## src/inc/hcl_params.svh

```systemverilog
`ifndef HCL_PARAMS_SVH
`define HCL_PARAMS_SVH

// Serial memory read frame
`define HCL_RD_CMD 8'h03
`define HCL_START_ADDR 16'h0000
`define HCL_CMD_BITS 5'h17
`define HCL_MARK_ID 8'hD0
`define HCL_MARK_FULL 8'hD2
`define HCL_LAST_ID_BYTE 4'h6
`define HCL_LAST_FULL_BYTE 4'hC
`define HCL_IMG_BYTES 13

// Image byte positions
`define HCL_B_VID_LO 4'h1
`define HCL_B_VID_HI 4'h2
`define HCL_B_PID_LO 4'h3
`define HCL_B_PID_HI 4'h4
`define HCL_B_DID_LO 4'h5
`define HCL_B_DID_HI 4'h6
`define HCL_B_FILTER 4'h7
`define HCL_B_PORTS 4'h8
`define HCL_B_BUDGET 4'h9
`define HCL_B_CTRLCUR 4'hA
`define HCL_B_SETTLE 4'hB
`define HCL_B_OPTS 4'hC

// Option bit positions
`define HCL_OPT_ZERO_DESC 7
`define HCL_OPT_FS_ONLY 5
`define HCL_OPT_NO_LEDS 4
`define HCL_OPT_GANG 2
`define HCL_OPT_ONE_TT 1
`define HCL_OPT_NO_EOP 0

// Built-in values; identifier values are arbitrary
`define HCL_VID_DEF 16'h1234
`define HCL_PID_DEF 16'h5678
`define HCL_DID_DEF 16'h0100
`define HCL_FILTER_DEF 8'h88
`define HCL_PORTS_DEF 8'hFF
`define HCL_BUDGET_DEF 8'h32
`define HCL_CTRLCUR_DEF 8'h64
`define HCL_SETTLE_DEF 8'h32
`define HCL_OPTS_DEF 8'h00
`define HCL_HUBCHAR_DEF 16'h0089
`define HCL_DESC_HUB 8'h29
`define HCL_DESC_ZERO 8'h00
`define HCL_PROTO_SINGLE 8'h01
`define HCL_PROTO_MULTI 8'h02

// APB map
`define HCL_A_CTRL 8'h00
`define HCL_A_DIV 8'h04
`define HCL_A_STATUS 8'h08
`define HCL_A_IDS 8'h0C
`define HCL_A_DID 8'h10
`define HCL_A_IMG 8'h40
`define HCL_A_IMG_LAST 8'h70

// Serial clock half period in core cycles
`define HCL_SCK_HALF_DEF 8'h04
`define HCL_SCK_HALF_MIN 8'h03

`endif

```

## src/inc/hcl_pkg.sv

```systemverilog
`default_nettype none
package hcl_pkg;
	typedef enum logic [2:0] {
		HCL_ST_START = 3'b000,
		HCL_ST_CMD = 3'b001,
		HCL_ST_DATA = 3'b010,
		HCL_ST_DONE = 3'b011
	} hcl_state_e;

	typedef enum logic [1:0] {
		HCL_FMT_NONE = 2'b00,
		HCL_FMT_ID = 2'b01,
		HCL_FMT_FULL = 2'b10
	} hcl_fmt_e;
endpackage
`default_nettype wire

```

## src/logic/hcl_loader.sv

```systemverilog
`timescale 1ns/1ps
`default_nettype none
`include "hcl_params.svh"
// Notes on behaviour
// - Memory addressed with two address bytes
// - One fixed read command format only
// - Marker D0 loads identifiers only
// - Marker D2 loads bytes zero to twelve
// - Identifiers low byte first, high next
// - Byte seven holds two filter nibbles
// - Upper nibble usable ports, count derived
// - Lower nibble detachable ports, reported
// - Byte nine is upstream current budget
// - Byte ten is controller current draw
// - Byte eleven is supply settle delay
// - Bit seven accepts zero descriptor type
// - Bit five limits hub to 12 Mbit
// - Bit four darkens indicators, clears b7
// - Bit two selects shared supply switching
// - Bit one advertises one translator only
// - Bit zero suppresses packet end at EOF1
// - Bit six ignored entirely
// - Characteristics b1..b0: 00 shared, 01 per-port
module hcl_loader #(
	parameter int IMG_DEPTH = 16
) (
	input wire logic CLK,
	input wire logic SYS_RST,
	input wire logic PSEL,
	input wire logic PENABLE,
	input wire logic PWRITE,
	input wire logic [7:0] PADDR,
	input wire logic [31:0] PWDATA,
	output logic [31:0] PRDATA,
	output logic PREADY,
	output logic PSLVERR,
	output logic SPI_SCK,
	output logic SPI_CS_N,
	output logic SPI_MOSI,
	input wire logic SPI_MISO,
	input wire logic DESC_REQ_VALID,
	input wire logic [7:0] DESC_REQ_TYPE,
	output logic DESC_ANSWER,
	output logic DESC_STALL,
	input wire logic [3:0] PORT_LED_REQ,
	output logic [3:0] PORT_LED,
	output logic LOAD_DONE,
	output logic [15:0] VENDOR_ID,
	output logic [15:0] PRODUCT_ID,
	output logic [15:0] DEVICE_ID,
	output logic [3:0] ENABLED_PORT_FAULT_FILTER_MS,
	output logic [3:0] DISABLED_PORT_FAULT_FILTER_MS,
	output logic [3:0] USABLE_PORT_MASK,
	output logic [3:0] DETACHABLE_PORT_MASK,
	output logic [2:0] PORT_COUNT,
	output logic [7:0] UPSTREAM_CURRENT_BUDGET,
	output logic [7:0] CONTROLLER_CURRENT_DRAW,
	output logic [7:0] SUPPLY_SETTLE_DELAY,
	output logic [15:0] HUB_CHARACTERISTICS,
	output logic [7:0] TT_PROTOCOL_CODE,
	output logic ACCEPT_ZERO_DESCRIPTOR_TYPE,
	output logic LIMIT_TO_12MBIT,
	output logic DISABLE_STATUS_LEDS,
	output logic SHARED_SUPPLY_SWITCHING,
	output logic ONE_TRANSLATOR_MODE,
	output logic SUPPRESS_FRAME_END_PACKET_END
);
	localparam logic [23:0] READ_FRAME = {`HCL_RD_CMD, `HCL_START_ADDR};

	if (IMG_DEPTH < `HCL_IMG_BYTES || IMG_DEPTH > 16) begin : g_bad_depth
		$error("hcl_loader: IMG_DEPTH must be 13..16");
	end

	hcl_pkg::hcl_state_e state;
	hcl_pkg::hcl_fmt_e fmt;
	logic miso_s;
	logic reload;
	logic [7:0] sck_half;
	logic [7:0] div_cnt;
	logic [23:0] cmd_shift;
	logic [4:0] cmd_cnt;
	logic [2:0] bit_cnt;
	logic [3:0] byte_idx;
	logic [3:0] last_idx;
	logic [6:0] rx;
	logic bad_marker;
	logic [7:0] opts;
	logic shifting;
	logic half_end;
	logic fall_edge;
	logic byte_done;
	logic [7:0] byte_val;
	logic [3:0] next_last;
	logic [7:0] img_rdata;
	logic access;
	logic hit;
	logic [31:0] rd_mux;
	logic wr_take;

	hcl_sync u_miso_sync (
		.clk(CLK),
		.rst(SYS_RST),
		.d(SPI_MISO),
		.q(miso_s)
	);

	hcl_cfg_mem #(.WIDTH(8), .DEPTH(IMG_DEPTH), .AW(4)) u_img (
		.clk(CLK),
		.we(byte_done),
		.waddr(byte_idx),
		.wdata(byte_val),
		.raddr(PADDR[5:2]),
		.rdata(img_rdata)
	);

	assign shifting = (state == hcl_pkg::HCL_ST_CMD) || (state == hcl_pkg::HCL_ST_DATA);
	assign half_end = div_cnt >= (sck_half - 8'h01);
	// Bits move at the end of the high phase; MISO is sampled there too
	assign fall_edge = shifting && half_end && SPI_SCK;
	assign byte_done = fall_edge && (state == hcl_pkg::HCL_ST_DATA) && (bit_cnt == 3'h7);
	assign byte_val = {rx, miso_s};

	always_comb begin
		next_last = last_idx;
		if (byte_idx == 4'h0) begin
			if (byte_val == `HCL_MARK_ID) begin
				next_last = `HCL_LAST_ID_BYTE;
			end else if (byte_val == `HCL_MARK_FULL) begin
				next_last = `HCL_LAST_FULL_BYTE;
			end else begin
				next_last = 4'h0;
			end
		end
	end

	// Sequencer: starts on reset release or software reload
	always_ff @(posedge CLK) begin
		if (SYS_RST || reload) begin
			state <= hcl_pkg::HCL_ST_START;
		end else begin
			case (state)
				hcl_pkg::HCL_ST_START: begin
					state <= hcl_pkg::HCL_ST_CMD;
				end
				hcl_pkg::HCL_ST_CMD: begin
					if (fall_edge && cmd_cnt == `HCL_CMD_BITS) begin
						state <= hcl_pkg::HCL_ST_DATA;
					end
				end
				hcl_pkg::HCL_ST_DATA: begin
					if (byte_done && byte_idx == next_last) begin
						state <= hcl_pkg::HCL_ST_DONE;
					end
				end
				hcl_pkg::HCL_ST_DONE: begin
					state <= hcl_pkg::HCL_ST_DONE;
				end
				default: begin
					state <= hcl_pkg::HCL_ST_START;
				end
			endcase
		end
	end

	// Serial clock divider, mode 0
	always_ff @(posedge CLK) begin
		if (SYS_RST || reload || !shifting) begin
			div_cnt <= 8'h00;
			SPI_SCK <= 1'b0;
		end else if (half_end) begin
			div_cnt <= 8'h00;
			SPI_SCK <= ~SPI_SCK;
		end else begin
			div_cnt <= div_cnt + 8'h01;
		end
	end

	always_ff @(posedge CLK) begin
		if (SYS_RST) begin
			SPI_CS_N <= 1'b1;
		end else begin
			SPI_CS_N <= !((state == hcl_pkg::HCL_ST_START) || shifting) || reload;
		end
	end

	// Read command then a two-byte start address
	always_ff @(posedge CLK) begin
		if (SYS_RST || state == hcl_pkg::HCL_ST_START) begin
			cmd_shift <= READ_FRAME;
			cmd_cnt <= 5'h00;
			SPI_MOSI <= SYS_RST ? 1'b0 : READ_FRAME[23];
		end else if (state == hcl_pkg::HCL_ST_CMD && fall_edge) begin
			cmd_shift <= {cmd_shift[22:0], 1'b0};
			cmd_cnt <= cmd_cnt + 5'h01;
			SPI_MOSI <= (cmd_cnt == `HCL_CMD_BITS) ? 1'b0 : cmd_shift[22];
		end else if (state != hcl_pkg::HCL_ST_CMD) begin
			SPI_MOSI <= 1'b0;
		end
	end

	// Sequential receive from address zero
	always_ff @(posedge CLK) begin
		if (SYS_RST || state == hcl_pkg::HCL_ST_START) begin
			bit_cnt <= 3'h0;
			byte_idx <= 4'h0;
			rx <= 7'h00;
		end else if (state == hcl_pkg::HCL_ST_DATA && fall_edge) begin
			bit_cnt <= bit_cnt + 3'h1;
			rx <= {rx[5:0], miso_s};
			if (bit_cnt == 3'h7) begin
				byte_idx <= byte_idx + 4'h1;
			end
		end
	end

	always_ff @(posedge CLK) begin
		if (SYS_RST || state == hcl_pkg::HCL_ST_START) begin
			fmt <= hcl_pkg::HCL_FMT_NONE;
			last_idx <= 4'h0;
			bad_marker <= 1'b0;
		end else if (byte_done && byte_idx == 4'h0) begin
			last_idx <= next_last;
			bad_marker <= (next_last == 4'h0);
			if (byte_val == `HCL_MARK_ID) begin
				fmt <= hcl_pkg::HCL_FMT_ID;
			end else if (byte_val == `HCL_MARK_FULL) begin
				fmt <= hcl_pkg::HCL_FMT_FULL;
			end
		end
	end

	// Apply each byte as it arrives; built-in values until then
	always_ff @(posedge CLK) begin
		if (SYS_RST || reload) begin
			VENDOR_ID <= `HCL_VID_DEF;
			PRODUCT_ID <= `HCL_PID_DEF;
			DEVICE_ID <= `HCL_DID_DEF;
			{ENABLED_PORT_FAULT_FILTER_MS, DISABLED_PORT_FAULT_FILTER_MS} <= `HCL_FILTER_DEF;
			{USABLE_PORT_MASK, DETACHABLE_PORT_MASK} <= `HCL_PORTS_DEF;
			UPSTREAM_CURRENT_BUDGET <= `HCL_BUDGET_DEF;
			CONTROLLER_CURRENT_DRAW <= `HCL_CTRLCUR_DEF;
			SUPPLY_SETTLE_DELAY <= `HCL_SETTLE_DEF;
			opts <= `HCL_OPTS_DEF;
		end else if (byte_done && fmt != hcl_pkg::HCL_FMT_NONE) begin
			case (byte_idx)
				`HCL_B_VID_LO: VENDOR_ID[7:0] <= byte_val;
				`HCL_B_VID_HI: VENDOR_ID[15:8] <= byte_val;
				`HCL_B_PID_LO: PRODUCT_ID[7:0] <= byte_val;
				`HCL_B_PID_HI: PRODUCT_ID[15:8] <= byte_val;
				`HCL_B_DID_LO: DEVICE_ID[7:0] <= byte_val;
				`HCL_B_DID_HI: DEVICE_ID[15:8] <= byte_val;
				default: begin
					if (fmt == hcl_pkg::HCL_FMT_FULL) begin
						case (byte_idx)
							`HCL_B_FILTER: begin
								ENABLED_PORT_FAULT_FILTER_MS <= byte_val[7:4];
								DISABLED_PORT_FAULT_FILTER_MS <= byte_val[3:0];
							end
							`HCL_B_PORTS: begin
								USABLE_PORT_MASK <= byte_val[7:4];
								DETACHABLE_PORT_MASK <= byte_val[3:0];
							end
							`HCL_B_BUDGET: UPSTREAM_CURRENT_BUDGET <= byte_val;
							`HCL_B_CTRLCUR: CONTROLLER_CURRENT_DRAW <= byte_val;
							`HCL_B_SETTLE: SUPPLY_SETTLE_DELAY <= byte_val;
							`HCL_B_OPTS: opts <= byte_val;
							default: opts <= opts;
						endcase
					end
				end
			endcase
		end
	end

	// Option bits; bits six and three have no effect
	always_ff @(posedge CLK) begin
		if (SYS_RST) begin
			ACCEPT_ZERO_DESCRIPTOR_TYPE <= 1'b0;
			LIMIT_TO_12MBIT <= 1'b0;
			DISABLE_STATUS_LEDS <= 1'b0;
			SHARED_SUPPLY_SWITCHING <= 1'b0;
			ONE_TRANSLATOR_MODE <= 1'b0;
			SUPPRESS_FRAME_END_PACKET_END <= 1'b0;
		end else begin
			ACCEPT_ZERO_DESCRIPTOR_TYPE <= opts[`HCL_OPT_ZERO_DESC];
			LIMIT_TO_12MBIT <= opts[`HCL_OPT_FS_ONLY];
			DISABLE_STATUS_LEDS <= opts[`HCL_OPT_NO_LEDS];
			SHARED_SUPPLY_SWITCHING <= opts[`HCL_OPT_GANG];
			ONE_TRANSLATOR_MODE <= opts[`HCL_OPT_ONE_TT];
			SUPPRESS_FRAME_END_PACKET_END <= opts[`HCL_OPT_NO_EOP];
		end
	end

	// Descriptor words derived from the loaded options and the usable port mask
	always_ff @(posedge CLK) begin
		if (SYS_RST) begin
			HUB_CHARACTERISTICS <= `HCL_HUBCHAR_DEF;
			TT_PROTOCOL_CODE <= `HCL_PROTO_MULTI;
			PORT_COUNT <= 3'h4;
		end else begin
			HUB_CHARACTERISTICS <= `HCL_HUBCHAR_DEF;
			if (SHARED_SUPPLY_SWITCHING) begin
				HUB_CHARACTERISTICS[1:0] <= 2'b00;
				HUB_CHARACTERISTICS[4:3] <= 2'b00;
			end
			if (DISABLE_STATUS_LEDS) begin
				HUB_CHARACTERISTICS[7] <= 1'b0;
			end
			TT_PROTOCOL_CODE <= ONE_TRANSLATOR_MODE ? `HCL_PROTO_SINGLE : `HCL_PROTO_MULTI;
			PORT_COUNT <= 3'($countones(USABLE_PORT_MASK));
		end
	end

	always_ff @(posedge CLK) begin
		if (SYS_RST) begin
			LOAD_DONE <= 1'b0;
		end else begin
			LOAD_DONE <= (state == hcl_pkg::HCL_ST_DONE) && !reload;
		end
	end

	// Descriptor-type decision for get-hub-descriptor
	always_ff @(posedge CLK) begin
		if (SYS_RST) begin
			DESC_ANSWER <= 1'b0;
			DESC_STALL <= 1'b0;
		end else begin
			DESC_ANSWER <= DESC_REQ_VALID && ((DESC_REQ_TYPE == `HCL_DESC_HUB) ||
				(DESC_REQ_TYPE == `HCL_DESC_ZERO && ACCEPT_ZERO_DESCRIPTOR_TYPE));
			DESC_STALL <= DESC_REQ_VALID && !((DESC_REQ_TYPE == `HCL_DESC_HUB) ||
				(DESC_REQ_TYPE == `HCL_DESC_ZERO && ACCEPT_ZERO_DESCRIPTOR_TYPE));
		end
	end

	for (genvar p = 0; p < 4; p++) begin : g_led
		always_ff @(posedge CLK) begin
			if (SYS_RST) begin
				PORT_LED[p] <= 1'b0;
			end else begin
				PORT_LED[p] <= PORT_LED_REQ[p] && !DISABLE_STATUS_LEDS;
			end
		end
	end

	// APB slave: one wait state on every access
	assign access = PSEL && PENABLE;
	assign wr_take = access && PREADY && PWRITE;

	always_comb begin
		rd_mux = 32'h0000_0000;
		hit = 1'b1;
		case (PADDR)
			`HCL_A_CTRL: rd_mux = 32'h0000_0000;
			`HCL_A_DIV: rd_mux = {24'h00_0000, sck_half};
			`HCL_A_STATUS: rd_mux = {27'h000_0000, bad_marker, fmt, shifting, LOAD_DONE};
			`HCL_A_IDS: rd_mux = {PRODUCT_ID, VENDOR_ID};
			`HCL_A_DID: rd_mux = {16'h0000, DEVICE_ID};
			default: begin
				if (PADDR >= `HCL_A_IMG && PADDR <= `HCL_A_IMG_LAST && PADDR[1:0] == 2'b00) begin
					rd_mux = {24'h00_0000, img_rdata};
				end else begin
					hit = 1'b0;
				end
			end
		endcase
	end

	always_ff @(posedge CLK) begin
		if (SYS_RST) begin
			PREADY <= 1'b0;
			PRDATA <= 32'h0000_0000;
			PSLVERR <= 1'b0;
		end else begin
			PREADY <= access && !PREADY;
			if (access && !PREADY) begin
				PRDATA <= PWRITE ? 32'h0000_0000 : rd_mux;
				PSLVERR <= !hit;
			end else begin
				PSLVERR <= 1'b0;
			end
		end
	end

	always_ff @(posedge CLK) begin
		if (SYS_RST) begin
			reload <= 1'b0;
			sck_half <= `HCL_SCK_HALF_DEF;
		end else begin
			reload <= wr_take && PADDR == `HCL_A_CTRL && PWDATA[0];
			if (wr_take && PADDR == `HCL_A_DIV && PWDATA[7:0] >= `HCL_SCK_HALF_MIN) begin
				sck_half <= PWDATA[7:0];
			end
		end
	end
endmodule
`default_nettype wire

```

## src/logic/hcl_sync.sv

```systemverilog
`timescale 1ns/1ps
`default_nettype none
module hcl_sync (
	input wire logic clk,
	input wire logic rst,
	input wire logic d,
	output logic q
);
	logic meta;

	always_ff @(posedge clk) begin
		if (rst) begin
			meta <= 1'b0;
			q <= 1'b0;
		end else begin
			meta <= d;
			q <= meta;
		end
	end
endmodule
`default_nettype wire

```

## src/logic/hcl_cfg_mem.sv

```systemverilog
`timescale 1ns/1ps
`default_nettype none
module hcl_cfg_mem #(
	parameter int WIDTH = 8,
	parameter int DEPTH = 16,
	parameter int AW = 4
) (
	input wire logic clk,
	input wire logic we,
	input wire logic [AW-1:0] waddr,
	input wire logic [WIDTH-1:0] wdata,
	input wire logic [AW-1:0] raddr,
	output logic [WIDTH-1:0] rdata
);
	logic [WIDTH-1:0] mem [DEPTH];

	if (DEPTH > (1 << AW)) begin : g_bad_depth
		$error("hcl_cfg_mem: DEPTH exceeds address range");
	end

	always_ff @(posedge clk) begin
		if (we) begin
			mem[waddr] <= wdata;
		end
	end

	always_ff @(posedge clk) begin
		rdata <= mem[raddr];
	end
endmodule
`default_nettype wire

```

## config.mk

```make
export PLATFORM = sky130hd
export DESIGN_NAME = hcl_loader
export DESIGN_NICKNAME = d
export VERILOG_FILES = /design/src/inc/hcl_pkg.sv /design/src/logic/hcl_loader.sv /design/src/logic/hcl_sync.sv /design/src/logic/hcl_cfg_mem.sv
export VERILOG_INCLUDE_DIRS = /design/src /design/src/inc
export SDC_FILE = /design/constraint.sdc
export NUM_CORES = 1
export LEC_CHECK = 0
export BUFFER_PORTS_ARGS = -buffer_cell sky130_fd_sc_hd__buf_4
export CORE_MARGIN = 4
export CORE_UTILIZATION = 43
export CTS_CLUSTER_SIZE = 10
export DETAILED_ROUTE_END_ITERATION = 6
export PLACE_DENSITY_LB_ADDON = 0.05
export SETUP_SLACK_MARGIN = 0.5
export SYNTH_ARGS = -nofsm -noshare
export SYNTH_HDL_FRONTEND = slang
export SYNTH_SLANG_ARGS = --single-unit
```

## constraint.sdc

```tcl
create_clock -name CLK -period 5.95 [get_ports CLK]
set_clock_uncertainty 0.05 [all_clocks]
set_input_delay 0.2975 -clock CLK [delete_from_list [all_inputs] [get_ports CLK]]
set_output_delay 0.2975 -clock CLK [all_outputs]
set_load 0.005 [all_outputs]
```

==> results.md, run 1 <==
- Number of synthesized flops with an enable pin: 128
- GRT Overall Usage: 20.0%
- Reg power frac: 50.0%
- Worst Setup Path Type: register to register
- Synth top area cells: dfxtp_1 (31%), edfxtp_1 (28%), mux2i_1 (8.5%)
- HP Class: primary input to register
- Post-route design area: 0.0165 mm2
- R2R cell count: 11
- CP arrival: 3.91 ns
- Inserted Diodes: 0
- WL final: 35,200 um
- CTS resizes: 0
- RR Startpoint: sck_half[2]
- Non-Filler Instances: 1,692
- Area of the die: 0.0346 mm2
- Synth top area share: 31.3%
- Leading area contributor after synthesis: dfxtp_1
- Clock transition at path regs: 0.05 ns
- Bufs on Longest Clock Path: 3
- Hold Crit Depth: 4
- Largest net degree at the start of global routing: 61
- Initial antenna violation count: 0
- CP endpoint kind: register
- Layout cell share with drive strength beyond 1: 23.8%
- Crit path time final: 3.83 ns
- Min-delay src: DESC_REQ_TYPE[7]
- Layout net count: 1,365
- Core ar.: 0.0309 mm2
- Pre-Repair DR Iteration Count: 5
- Final Hold Viols: 0
- Lkg Pwr: 6.18 nW
- Syn Inst Count: 1,084
- Final worst-path setup slack: 2.12 ns
- CTS Hold Bufs: 16
- R2r setup slk: 2.12 ns
- Final HPWL from detailed placement: 23,200 um
- Sw power: 0.00109 W
- Required time worst endpoint: 6.03 ns
- Hold path endpoint: DESC_STALL
- Routed via count: 8,885
- Reg-to-Reg End: u_img.mem[3][6]
- Sw frac: 22.3%
- Final Setup Violations: 0
- Global-route wire length before repair: 53,500 um
- DP Worst Slack: 2.07 ns
- H-tree levels: 2
- WL/cell: 20.8 um
- Ys flop type: dfxtp_1
- Startpoint Class: register
- Iteration-0 DRC Markers: 522
- Measured slew at the worst slew-check pin: 1.12 ns
- Crit path max fanout: 25
- Final worst-path cycle share: 64.4%
- Highest clock rate: 261 MHz
- CTS tree: built
- # fillers: 2,697
- Final setup TNS: 0 ns
- Vias/cell: 5.25
- Dpl cells: 1,617
- P&R area growth vs syn: 21.5%
- Fin util: 53.5%
- Starting density of the core: 44.0%
- # IOs: 224
- Max Cap Viol: 0
- Clock root buffer: clkbuf_16
- P_int: 0.00381 W
- YS warnings: 0
- GRT overflow: 0
- Drt drc: 0
- Power density cells: 296 mW/mm2
- Site row count: 64
- Die width: 186 um
- Share of flip-flops with an asynchronous set or reset: 0%
- Slew Limit Fails: 0
- DP Area: 0.0153 mm2
- CTS buffer count: 41
- RSZ-0062 raised after global routing: false
- Postcts setup bufs: 0
- Worst-skew pair later-pin latency: 0.51 ns
- Synthesized area: 0.0136 mm2
- Status: complete, no violations
- Yosys cell types: 57
- Final ANT Viol Nets: 0
- Buffers on Ports: 180
- Vias in the first global route: 8,822
- Seq/Total Area, Yosys: 59.6%
- Average cell area after synthesis: 12.6 um2
- Max-slew headroom: 24.8%
- Synthesized flop and latch total: 341
- Maximum VDD drop: 0.000203 V
- Power share of the clock group: 44.0%
- Clock sink count: 341
- Die Span Y: 186 um
- Gp weighted congestion: 0.776
- Logic gate share of total power: 6.0%
## state kept, by name (all words and copies together) (netlist names), 5 cells and up
register                 flops
cmd_cnt                      5
cmd_shift                    7
DEVICE_ID                   16
CONTROLLER_CURRENT_DRAW      8
PRODUCT_ID                  16
rx                           7
u_img.rdata                  8
div_cnt                      8
opts                         6
SUPPLY_SETTLE_DELAY          8
sck_half                     8
UPSTREAM_CURRENT_BUDGET      8
u_img.mem                  128
PRDATA                      32
VENDOR_ID                   16
## power groups by stage
| stage | registers [W] | clock network, W | logic, W |
|---|---|---|---|
| final | 0.00245 | 0.00216 | 0.000296 |
| after global routing | 0.00245 | 0.00232 | 0.000329 |
| after CTS | 0.00245 | 0.00221 | 0.000301 |
| after detailed placement | 0.00250 | 0 | 0.000292 |
| after global placement | 0.00250 | 0 | 0.000288 |
| after floorplan | 0.00249 | 0 | 0.000202 |
## critical path: stages (launching register included)
cell and delay (ns):
dfxtp_1 0.36, nor2_1 0.16, nand3_1 0.12, nor4_1 0.24
xnor2_1 0.12, ha_1 0.30, nand2_1 0.07, a211o_1 0.25
o21ba_2 0.25, buf_4 0.28, or3_1 0.50, nor2_1 0.74
## synth_stat cells (4+ instances only)
library cell and instances:
nand2b_1 8, inv_1 19, a21oi_1 30, nand3_1 26, nand2_1 78, buf_2 9, nand4_1 4, mux4_2 40
a22o_1 5, buf_4 20, mux2i_1 115, buf_1 6, dfxtp_1 213, nor2b_1 14, nor4_4 10, a221o_1 5
nor4_1 8, nor3_1 13, nor2_1 143, ha_1 25, and2_1 7, clkbuf_1 41, or2_2 6, a22oi_1 24
o21ai_0 8, and3_1 5, xnor2_1 15, xor2_1 9, edfxtp_1 128
## placed cells by master (no fill, tap or decap), types with 4 or more instances in the layout
| cell type | n |
|---|---|
| nor2b_1 | 14 |
| ha_1 | 25 |
| dlygate4sd3_1 | 16 |
| a22oi_1 | 24 |
| xnor2_1 | 15 |
| inv_1 | 19 |
| a22o_1 | 5 |
| nor2_1 | 142 |
| mux2i_1 | 115 |
| dfxtp_1 | 213 |
| nand4_1 | 4 |
| nand3_1 | 26 |
| mux4_2 | 40 |
| or2_2 | 6 |
| a21oi_1 | 30 |
| clkbuf_1 | 15 |
| and2_1 | 7 |
| edfxtp_1 | 128 |
| o21ai_0 | 8 |
| xor2_1 | 9 |
| a221o_1 | 5 |
| nor4_1 | 7 |
| conb_1 | 19 |
| and3_1 | 5 |
| nor4_4 | 10 |
| nand2_1 | 78 |
| buf_4 | 197 |
| clkbuf_16 | 41 |
| nand2b_1 | 8 |
| nor3_1 | 12 |
## cells by family (layout without fill, tap and decap cells)
group / after synthesis / count (layout) / synth area share (%)
buf+inv: 97 / 291 / 3.48
fa+ha+maj: 26 / 26 / 2.45
flops: 341 / 341 / 59.6
xor+xnor: 24 / 24 / 1.54
simple gates: 342 / 342 / 12.8
other cells: 1 / 19 / 0.0276
compound gates: 95 / 95 / 4.77
mux: 158 / 158 / 15.3
## layer usage
layer  share of wire (%)  GRT usage, %
met3                 5.6          3.83
met4                 1.6          4.40
met2                  48          32.2
met1                  45          28.4
met5                   0             0
## per-stage QoR
| step | power, W | hold slack (ns) |
|---|---|---|
| floorplan | 0.00269 | 0.325 |
| global placement | 0.00279 | 0.369 |
| detailed placement | 0.00279 | 0.366 |
| CTS | 0.00496 | 0.0892 |
| global route | 0.00510 | 0.115 |
| finish | 0.00490 | 0.106 |
## worst max path at each step
stage	startpoint	end	slack, ns	cells past startpoint
after CTS	sck_half[2]	u_img.mem[3][7]	2.05	11
final	sck_half[2]	u_img.mem[3][6]	2.12	11
after global routing	sck_half[2]	u_img.mem[3][0]	1.72	11
after global placement	sck_half[2]	u_img.mem[3][7]	2.06	11
after floorplan	sck_half[2]	last_idx[1]	2.61	13
after detailed placement	sck_half[2]	u_img.mem[3][7]	2.07	11
## cell type report
type / instances / area, um2 / area share [%]
timing repair buffer: 213 / 1640 / 9.91
clock buffer: 58 / 1110 / 6.71
inverter: 19 / 71.3 / 0.431
tap: 396 / 495 / 3.00
sequential: 341 / 8110 / 49.0
clock inverter: 1 / 8.76 / 0.0529
multi-input combinational: 664 / 5110 / 30.9
Power figures use the tool's default switching activity.
==> run 2: changes to the inputs <==
Clock period 5.95 ns to 3.3 ns, I/O delays scaled along.
==> run 2 against run 1 <==
Effect of this change: fmax rose by 30%; critical path type unchanged; critical endpoint is now u_img.mem[5][0]; final cell count up 3.8%; final area increased by 7.0%; highest routed layer unchanged; register-to-register slack got worse by 1.8 ns; sequential power up 80%; flip-flop and latch count unchanged; sequential share of layout area fell by 3.2 points; die area stayed put; first-iteration DRC count shrank 10%; clock-buffer cell count increased by 3; wire length increased by 2.1%; utilization grew 3.8 points.
==> results.md, run 2 (synthesis gave the netlist of run 1 again) <==
- Status: complete, no violations
- Core ar.: 0.0309 mm2
- Gp weighted congestion: 0.851
- Top reg by flops: u_img.mem
- Hold path endpoint: u_img.rdata[1]
- Commonest non-fill, non-tap cell in the layout: dfxtp_1
- Min-delay src: PADDR[5]
- Worst-skew pair later-pin latency: 0.51 ns
- DR top layer: met4
- # IOs: 224
- CP endpoint kind: register
- Power density cells: 504 mW/mm2
- Site row count: 64
- HP Class: primary input to register
- # fillers: 2,542
- Bufs on Longest Clock Path: 3
- Fin util: 57.3%
- Crit path max fanout: 8
- Clock root buffer: clkbuf_16
- Iteration-0 DRC Markers: 468
- Startpoint Class: register
- Slowest stage cell, crit path: dfxtp_4
- Inserted Diodes: 0
- WL final: 35,900 um
- Final worst-path cycle share: 89.4%
- Vias in the first global route: 9,126
- Hold Crit Depth: 2
- Final ANT Viol Nets: 0
- Required time worst endpoint: 3.46 ns
- WL/cell: 20.4 um
- Crit path time final: 2.95 ns
- Clock transition at path regs: 0.05 ns
- Layout net count: 1,427
- Max Cap Viol: 0
- Highest clock rate: 339 MHz
- Worst Setup Path Type: register to register
- Pre-Repair DR Iteration Count: 5
- Worst path top cell family by delay: simple AND/OR/NAND/NOR gates
- Die Span Y: 186 um
- Largest net degree at the start of global routing: 48
- Measured slew at the worst slew-check pin: 0.955 ns
- CTS buffer count: 40
- R2r setup slk: 0.35 ns
- Die width: 186 um
- CP most frequent cell: nor2_4
- CP Cell Sequence: nor2_4 -> nand3_2 -> nor4_4 -> xnor2_1 -> ha_1 -> nand2_2 -> a211o_1 -> o21ba_4 -> buf_6 -> nor3_4 -> nand2_4 -> nor2_4 -> buf_12
- Met2 wire len: 16,900 um
- Sw power: 0.00200 W
- Starting density of the core: 44.0%
- H-tree levels: 2
- Max FFs per register: 128
- GRT overflow: 0
- Reg-to-Reg End: u_img.mem[5][0]
- Layout cell share with drive strength beyond 1: 30.5%
- Reg power frac: 49.5%
- Top Registers: u_img.mem (128), PRDATA (32)
- Global-route wire length before repair: 54,700 um
- Final Setup Violations: 0
- Drt drc: 0
- Clock sink count: 341
- GRT Overall Usage: 20.5%
- Maximum VDD drop: 0.000324 V
- Power share of the clock group: 43.6%
- Vias/cell: 5.20
- Max-slew headroom: 36.2%
- P_int: 0.00693 W
- Slew Limit Fails: 0
- Crit path largest cell delay: 0.35 ns
- Routed via count: 9,143
- Final HPWL from detailed placement: 23,200 um
- Lkg Pwr: 6.74 nW
- Final Hold Viols: 0
- Sw frac: 22.4%
- Met3 WL: 1880 um
- Initial antenna violation count: 0
- Buf+Inv Stages, Crit Path: 2
- Buffers on Ports: 180
- RR Startpoint: sck_half[3]
- Logic gate share of total power: 7.0%
- Met1 WL: 16,400 um
- CTS tree: built
- RSZ-0062 raised after global routing: true
- Most frequent cells in the layout: dfxtp_1 (209), buf_4 (207), edfxtp_1 (128)
- CP arrival: 3.11 ns
- P&R area growth vs syn: 30.1%
- R2R cell count: 13
- Area of the die: 0.0346 mm2
- Final setup TNS: 0 ns
## run 2: cell types whose count changed in the layout (fill, tap and decap cells not counted), sizes merged
cell,previous run,this run
buf,197,254
inv,20,19
clkbuf,58,61
dlygate4sd3,16,22
## run 2: layout make-up
cell class | instances | area [um2] | share of cell area [%]
sequential | 341 | 8120 | 45.9
tap | 396 | 495 | 2.80
multi-input combinational | 664 | 5430 | 30.7
inverter | 19 | 71.3 | 0.403
clock buffer | 61 | 1120 | 6.33
timing repair buffer | 276 | 2460 | 13.9
## run 2: stage by stage
stage          instance area [um2]  worst slack, ns  instances  hold slack [ns]  total power (W)
5_1_grt                      17700            0.234       1757           0.0454          0.00928
6_report                     17700            0.351       1757           0.0558          0.00893
3_5_place_dp                 15600            0.180       1637            0.294          0.00503
2_1_floorplan                13900            0.453       1102            0.193          0.00486
3_3_place_gp                 15600            0.174       1637            0.294          0.00502
4_1_cts                      17500            0.394       1748           0.0385          0.00895
## run 2: how the worst max path moves through the flow
stage / start / endpoint / slack (ns) / depth (start not counted)
floorplan: sck_half[2] / SUPPLY_SETTLE_DELAY[4] / 0.45 / 13
global placement: sck_half[2] / u_img.mem[3][4] / 0.17 / 10
detailed placement: sck_half[0] / u_img.mem[3][5] / 0.18 / 11
CTS: sck_half[3] / VENDOR_ID[12] / 0.39 / 14
global route: sck_half[3] / u_img.mem[1][0] / 0.23 / 13
finish: sck_half[3] / u_img.mem[5][0] / 0.35 / 13
## run 2: metal layers
metal	up-vias	GRT usage, %
li1	4367	-
met1	4491	29.4
met2	237	32.8
met3	48	3.40
met4	0	4.72
met5	-	0
## run 2: timing repair
action,CTS,global route
gates cloned,2,1
gates resized for setup,46,34
endpoints found under the setup margin,232,258
hold buffers,22,0
endpoints found under the hold margin,18,0
pin swaps,51,30
setup buffers,26,8
## run 2: power groups by stage
| stage | clock network (W) | registers, W | logic, W |
|---|---|---|---|
| 3_3_place_gp | 0 | 0.00450 | 0.000519 |
| 4_1_cts | 0.00397 | 0.00441 | 0.000568 |
| 3_5_place_dp | 0 | 0.00451 | 0.000522 |
| 2_1_floorplan | 0 | 0.00449 | 0.000368 |
| 5_1_grt | 0.00418 | 0.00442 | 0.000683 |
| 6_report | 0.00389 | 0.00442 | 0.000621 |
